$ cat src/ivp_pkg.sv
// package: vector numbers, addresses and timing counts for the vector placement block
package ivp_pkg;
  localparam int unsigned        SRC_COUNT      = 20;
  localparam int unsigned        VEC_COUNT      = 21;
  localparam int unsigned        ADDR_W         = 14;
  localparam int unsigned        VEC_NUM_W      = 5;
  localparam logic [13:0]        RESET_ADDR     = 14'h0000;
  localparam logic [13:0]        TABLE_BASE     = 14'h0002;
  localparam logic [13:0]        SLOT_STRIDE    = 14'h0002;
  localparam logic [13:0]        BOOT_ADDR_DFLT = 14'h3800;
  localparam logic               FUSE_PROGRAMMED = 1'b0;
  localparam logic               SEL_RESET      = 1'b0;
  localparam logic               UNLOCK_RESET   = 1'b0;
  localparam logic [2:0]         UNLOCK_CYCLES  = 3'h4;
  localparam logic [4:0]         VEC_NUM_RESET  = 5'h01;
  localparam logic [4:0]         VEC_NUM_FIRST  = 5'h02;
  // source bit positions, lowest bit has highest priority
  localparam int unsigned        SRC_EXT_IRQ_0  = 0;
  localparam int unsigned        SRC_SELF_PROGRAM_READY = 19;
endpackage : ivp_pkg

$ cat src/ivp_vector_place.sv
// module: reset and interrupt vector address generation with table relocation
// Behaviour
// - any reset targets vector one, at zero unless the fuse is programmed
// - external requests 0-2 use 0x002/0x004/0x006
// - timer2 compare 0x008, overflow 0x00A
// - timer1 capture, compare A/B, overflow 0x00C-0x012
// - timer0 compare 0x014, overflow 0x016
// - serial, usart rx, empty, tx 0x018-0x01E
// - five more sources 0x020-0x028; 21 vectors
// - programmed fuse starts at boot reset address
// - select bit adds boot start to vectors
// - reset/table base chosen by fuse and select
// - fuse value 0 means programmed
// - slot fetched only for taken enabled interrupt
// - select change needs unlock then write within four
// - unlock blocks interrupts, global flag untouched
module ivp_vector_place (
  input  wire logic        i_ref_clk,
  input  wire logic        i_rst,
  input  wire logic        i_ce,
  input  wire logic        i_boot_reset_fuse,
  input  wire logic [13:0] i_boot_addr,
  input  wire logic        i_ctl_wr,
  input  wire logic        i_wr_vector_table_select,
  input  wire logic        i_wr_vector_change_unlock,
  input  wire logic        i_instr_done,
  input  wire logic        i_global_irq_en,
  input  wire logic [19:0] i_irq_pending,
  input  wire logic [19:0] i_irq_enable,
  input  wire logic        i_irq_ready,
  output logic             o_reset_fetch,
  output logic [13:0]      o_fetch_addr,
  output logic             o_irq_take,
  output logic [4:0]       o_vec_num,
  output logic             o_vector_table_select,
  output logic             o_vector_change_unlock,
  output logic             o_irq_blocked
);

  // ==========================================================
  // address helpers
  function automatic logic [13:0] slot_addr(input logic [13:0] base, input logic [4:0] idx);
    slot_addr = base + 14'(idx) * ivp_pkg::SLOT_STRIDE;
  endfunction : slot_addr

  function automatic logic [13:0] table_base(input logic sel, input logic [13:0] boot);
    table_base = sel ? (boot + ivp_pkg::TABLE_BASE) : ivp_pkg::TABLE_BASE;
  endfunction : table_base

  function automatic logic [13:0] reset_target(input logic fuse, input logic [13:0] boot);
    reset_target = (fuse == ivp_pkg::FUSE_PROGRAMMED) ? boot : ivp_pkg::RESET_ADDR;
  endfunction : reset_target

  // ==========================================================
  // priority selection
  logic [19:0] req;
  logic        req_any;
  logic [4:0]  req_idx;
  assign req = i_irq_pending & i_irq_enable;

  ivp_prio_enc u_prio (
    .i_req (req),
    .o_any (req_any),
    .o_idx (req_idx)
  );

  // ==========================================================
  // control state: select bit and unlock window
  logic        sel_q, sel_d;
  logic        unl_q, unl_d;
  logic [2:0]  cnt_q, cnt_d;
  logic        unl_wr;
  logic        sel_wr;

  assign unl_wr = i_ctl_wr && i_wr_vector_change_unlock;
  assign sel_wr = i_ctl_wr && !i_wr_vector_change_unlock && unl_q;

  always_comb begin
    sel_d = sel_q;
    unl_d = unl_q;
    cnt_d = cnt_q;
    // unlock window counts down four enabled cycles
    if (unl_q) begin
      if (cnt_q == 3'h1) begin
        unl_d = 1'b0;
      end
      cnt_d = cnt_q - 3'h1;
    end
    if (unl_wr) begin
      unl_d = 1'b1;
      cnt_d = ivp_pkg::UNLOCK_CYCLES;
    end else if (sel_wr) begin
      sel_d = i_wr_vector_table_select;
      unl_d = 1'b0;
      cnt_d = 3'h0;
    end
  end

  always_ff @(posedge i_ref_clk) begin
    if (i_rst) begin
      sel_q <= ivp_pkg::SEL_RESET;
      unl_q <= ivp_pkg::UNLOCK_RESET;
      cnt_q <= 3'h0;
    end else if (i_ce) begin
      sel_q <= sel_d;
      unl_q <= unl_d;
      cnt_q <= cnt_d;
    end
  end

  // ==========================================================
  // block state: interrupts held off around a select change
  logic        hold_q, hold_d;
  logic        blk_q, blk_d;
  logic        blocked;

  always_comb begin
    hold_d = 1'b0;
    if (sel_wr) begin
      hold_d = 1'b1;
    end
    // keep blocking until the following instruction completes
    if (hold_q && !i_instr_done) begin
      hold_d = 1'b1;
    end
    // the cycle of the unlock write is blocked already
    blocked = unl_wr || unl_q || hold_q;
    blk_d   = blocked || unl_d || hold_d;
  end

  always_ff @(posedge i_ref_clk) begin
    if (i_rst) begin
      hold_q <= 1'b0;
      blk_q  <= 1'b0;
    end else if (i_ce) begin
      hold_q <= hold_d;
      blk_q  <= blk_d;
    end
  end

  // ==========================================================
  // fetch state: reset target and taken vector
  logic        boot_q, boot_d;
  logic        rfetch_q, rfetch_d;
  logic [13:0] addr_q, addr_d;
  logic        take_q, take_d;
  logic [4:0]  vnum_q, vnum_d;
  logic [13:0] tbase;
  logic        take_now;

  assign tbase    = table_base(sel_q, i_boot_addr);
  assign take_now = req_any && i_global_irq_en && i_irq_ready && !blocked;

  always_comb begin
    boot_d   = 1'b0;
    rfetch_d = 1'b0;
    take_d   = 1'b0;
    addr_d   = addr_q;
    vnum_d   = vnum_q;
    if (boot_q) begin
      // first enabled cycle after reset: issue the reset target
      rfetch_d = 1'b1;
      vnum_d   = ivp_pkg::VEC_NUM_RESET;
      addr_d   = reset_target(i_boot_reset_fuse, i_boot_addr);
    end else if (take_now) begin
      take_d = 1'b1;
      vnum_d = req_idx + ivp_pkg::VEC_NUM_FIRST;
      addr_d = slot_addr(tbase, req_idx);
    end
  end

  always_ff @(posedge i_ref_clk) begin
    if (i_rst) begin
      boot_q   <= 1'b1;
      rfetch_q <= 1'b0;
      addr_q   <= ivp_pkg::RESET_ADDR;
      take_q   <= 1'b0;
      vnum_q   <= 5'h00;
    end else if (i_ce) begin
      boot_q   <= boot_d;
      rfetch_q <= rfetch_d;
      addr_q   <= addr_d;
      take_q   <= take_d;
      vnum_q   <= vnum_d;
    end
  end

  // ==========================================================
  // outputs
  assign o_reset_fetch          = rfetch_q;
  assign o_fetch_addr           = addr_q;
  assign o_irq_take             = take_q;
  assign o_vec_num              = vnum_q;
  assign o_vector_table_select  = sel_q;
  assign o_vector_change_unlock = unl_q;
  assign o_irq_blocked          = blk_q;

endmodule : ivp_vector_place

$ cat src/ivp_prio_enc.sv
// module: lowest-index priority encoder over the pending sources
module ivp_prio_enc (
  input  wire logic [19:0] i_req,
  output logic             o_any,
  output logic [4:0]       o_idx
);
  always_comb begin
    o_any = 1'b0;
    o_idx = 5'h00;
    for (int i = ivp_pkg::SRC_COUNT - 1; i >= 0; i--) begin
      if (i_req[i]) begin
        o_any = 1'b1;
        o_idx = 5'(i);
      end
    end
  end
endmodule : ivp_prio_enc

$ cat config.mk
export PLATFORM = sky130hd
export DESIGN_NAME = ivp_vector_place
export DESIGN_NICKNAME = d
export VERILOG_FILES = /design/src/ivp_pkg.sv /design/src/ivp_vector_place.sv /design/src/ivp_prio_enc.sv
export SDC_FILE = /design/constraint.sdc
export NUM_CORES = 1
export LEC_CHECK = 0
export ABC_AREA = 1
export BUFFER_PORTS_ARGS = -buffer_cell sky130_fd_sc_hd__clkbuf_2
export CORE_MARGIN = 10
export CORE_UTILIZATION = 50
export CTS_CLUSTER_DIAMETER = 40
export DETAILED_ROUTE_END_ITERATION = 8
export PLACE_DENSITY_LB_ADDON = 0.3
export RECOVER_POWER = 25
export SKIP_LAST_GASP = 1
export SYNTH_ARGS = -nofsm -noshare
export SYNTH_HDL_FRONTEND = slang
export SYNTH_SLANG_ARGS = --single-unit
export TNS_END_PERCENT = 30
$ cat constraint.sdc
create_clock -name i_ref_clk -period 9.3 [get_ports i_ref_clk]
set_input_delay 2.79 -clock i_ref_clk [delete_from_list [all_inputs] [get_ports i_ref_clk]]
set_output_delay 2.79 -clock i_ref_clk [all_outputs]
set_load 0.03 [all_outputs]
==> reports/metrics.cfg <==
[status]
status=finished, final reports clean

[final_layout]
multi_input_area_mm2=0.001411
drive_gt1_share_pct=26.09
mostFrequentLayoutCells=nand2_1, clkbuf_2, inv_1, a21oi_1, nor2_1
final-seq-area_um2=580.6
final_common_cell=nand2_1
final_nets=510
antenna_cells=0
fillCellCount=435
synthToLayoutAreaGrowth_pct=24.48

[placed_design]
numPortBuffers=87
gp_congestion=0.9157
dp_slack_ps=3423
dp_hpwl_um=5074

[route]
viasPerCell=5.106
dr_total_vias=2497
drt_iter0_drc=71
drc=0
dr.pass1.iters=4
wl_per_cell_um=12.72
drt-total-wl_um=6219
antenna_left=0

[timing]
min_period_ps=5586
holdWs_ps=465.0
worst_pin_slew_ps=877.1
fmax_mhz=179.0
layout_setup_ws_ps=3714
rsz0062_at_grt=no
setup_tns_ps=0
setup_viol=0
slew_violations=0
finClkSkew_ps=5.479
period_share_pct=60.07
relSlewSlack_pct=41.31
hold_viol_final=0

[synth]
avgSynthCellArea_um2=6.345
synthCells=352
synth_xor_area_share_pct=0.7843
synth_fp_nets=426
yosys.area_share.simple_pct=35.29
synth_cell_types=41
netlist_area_mm2=0.002233
ys.flop_type=dfxtp_1
ys_seq_elements=29
synth_compound_area_share_pct=21.18
synthArstFlopShare_pct=0
synth_edf_count=0
yosysWarnings=0
synth_top_family_by_area=simple AND/OR/NAND/NOR gates
synth_fa_ha_area_share_pct=5.938
synthMuxAreaShare_pct=0
yosysSeqAreaShare_pct=25.99

[cts]
clock_latency_ps=280
htreeDepth=2
clock_path_buffers=2
post_cts_buffers=0
cts_made_buffers=5
cts_root_buf=clkbuf_8
clock_sinks=29
cts_tree=built
postCtsHoldBufs=0
post_cts_resized=0
clk_pin_slew_worst_paths_ps=70

[floorplan]
io_pins=88
die_y_um=86.84
rows=24
die_x_um=86.84
start_util_pct=51.29
design.core.area_mm2=0.004354
dieArea_mm2=0.007540

[power_and_ir_drop]
power.total_uw=365.7
worst_ir_drop_vdd_v=0.00009497
p_leak_uw=0.001419
pwr_density_cell_mw_per_mm2=131.6

[global_route]
grt_pass1_wl_um=10630
grt_pass1_vias=2433
antenna_found_initial=0
grt_max_degree=22
grt_usage_pct=16.51
gr-total-overflow=0

[setup_path]
start_kind=primary input
worstPathArrival_ps=5760
crit_path_end_kind=flop
required_ps=9470
max_stage_delay_ps=350
cp_slowest_cell=fa_1
crit_top_cell=nand2_1
cp_max_fo=3
critPathKind=primary input to flop

[job]
maxCapViolations=0

[min_path]
worstHoldPathType=flop to flop

## report_power, final
| group | switching [uW] | leakage [uW] | total (uW) | internal [uW] |
|---|---|---|---|---|
| combinational | 59.3 | 0.00112 | 92.4 | 33.2 |
| sequential | 5.51 | 0.000238 | 138 | 132 |
| clock | 48.1 | 0.0000585 | 135 | 87.3 |
## metal layers
| metal | wire length, um | vias to the layer above | GRT usage, % |
|---|---|---|---|
| li1 | - | 1318 | - |
| met5 | 0 | - | 0 |
| met4 | 61 | 0 | 3.976 |
| met1 | 2620 | 1109 | 18.77 |
| met2 | 2971 | 64 | 28.78 |
| met3 | 565 | 6 | 5.535 |
## Yosys cell counts (3+ instances only)
library cell,number,area (um2)
nand3_1,13,65.06
nand3_2,3,30.03
a21oi_1,40,200.2
o21ai_0,19,95.09
ha_1,9,112.6
nor3_1,5,25.02
nand2_1,94,352.8
nor2_1,35,131.4
o21ai_1,11,55.05
inv_1,40,150.1
clkbuf_1,5,18.77
nor2_2,7,43.79
a31oi_1,4,25.02
dfxtp_1,29,580.6
nand2_2,3,18.77
## layout make-up
class	count	share of cell area, %
clock buffers	7	3.105
clock inverters	1	1.080
inverters	44	6.616
multi-input cells	269	50.76
flip-flops and latches	29	20.88
well taps	52	2.340
repair buffers	87	15.21
## flip-flops by register name, summed over array words and instances (netlist names)
signal and count:
o_irq_blocked 1, cnt_q 3, o_reset_fetch 1, o_vector_change_unlock 1, boot_q 1, o_vec_num 5, o_fetch_addr 14, o_irq_take 1
hold_q 1, o_vector_table_select 1
## kinds of logic after synthesis
group | after synthesis
flops | 29
fa+ha+maj | 10
simple gates | 171
xor+xnor | 2
compound gates | 86
buf+inv | 54
## final timing paths
path / startpoint / end / slack (ps) / depth (start not counted)
worst min register to register: o_vec_num[3]$_SDFFE_PP0P_ / o_vec_num[3]$_SDFFE_PP0P_ / 460 / 2
worst max register to register: o_vector_table_select$_SDFFE_PP0P_ / o_fetch_addr[13]$_SDFFE_PP0P_ / 6630 / 17
worst min-delay path: o_vec_num[3]$_SDFFE_PP0P_ / o_vec_num[3]$_SDFFE_PP0P_ / 460 / 2
worst max-delay path: i_irq_pending[19] / o_fetch_addr[13]$_SDFFE_PP0P_ / 3710 / 41
## critical path: cells and delay by family
family	cells	cell delay, ps
AND/OR/NAND/NOR	31	1970
adder cells (fa/ha/maj)	2	500
buffers and inverters	6	370
AO/OA/AOI/OAI	2	120
## metrics by stage
| stage | cells | cell area, um2 | util [%] |
|---|---|---|---|
| 5_1_grt | 489 | 2780 | 63.85 |
| 4_1_cts | 489 | 2793 | 64.14 |
| 2_1_floorplan | 352 | 2233 | - |
| 6_report | 489 | 2780 | 63.85 |
| 3_3_place_gp | 481 | 2676 | 61.47 |
| 3_5_place_dp | 481 | 2676 | 61.47 |
(Power assumes the default switching activity.)
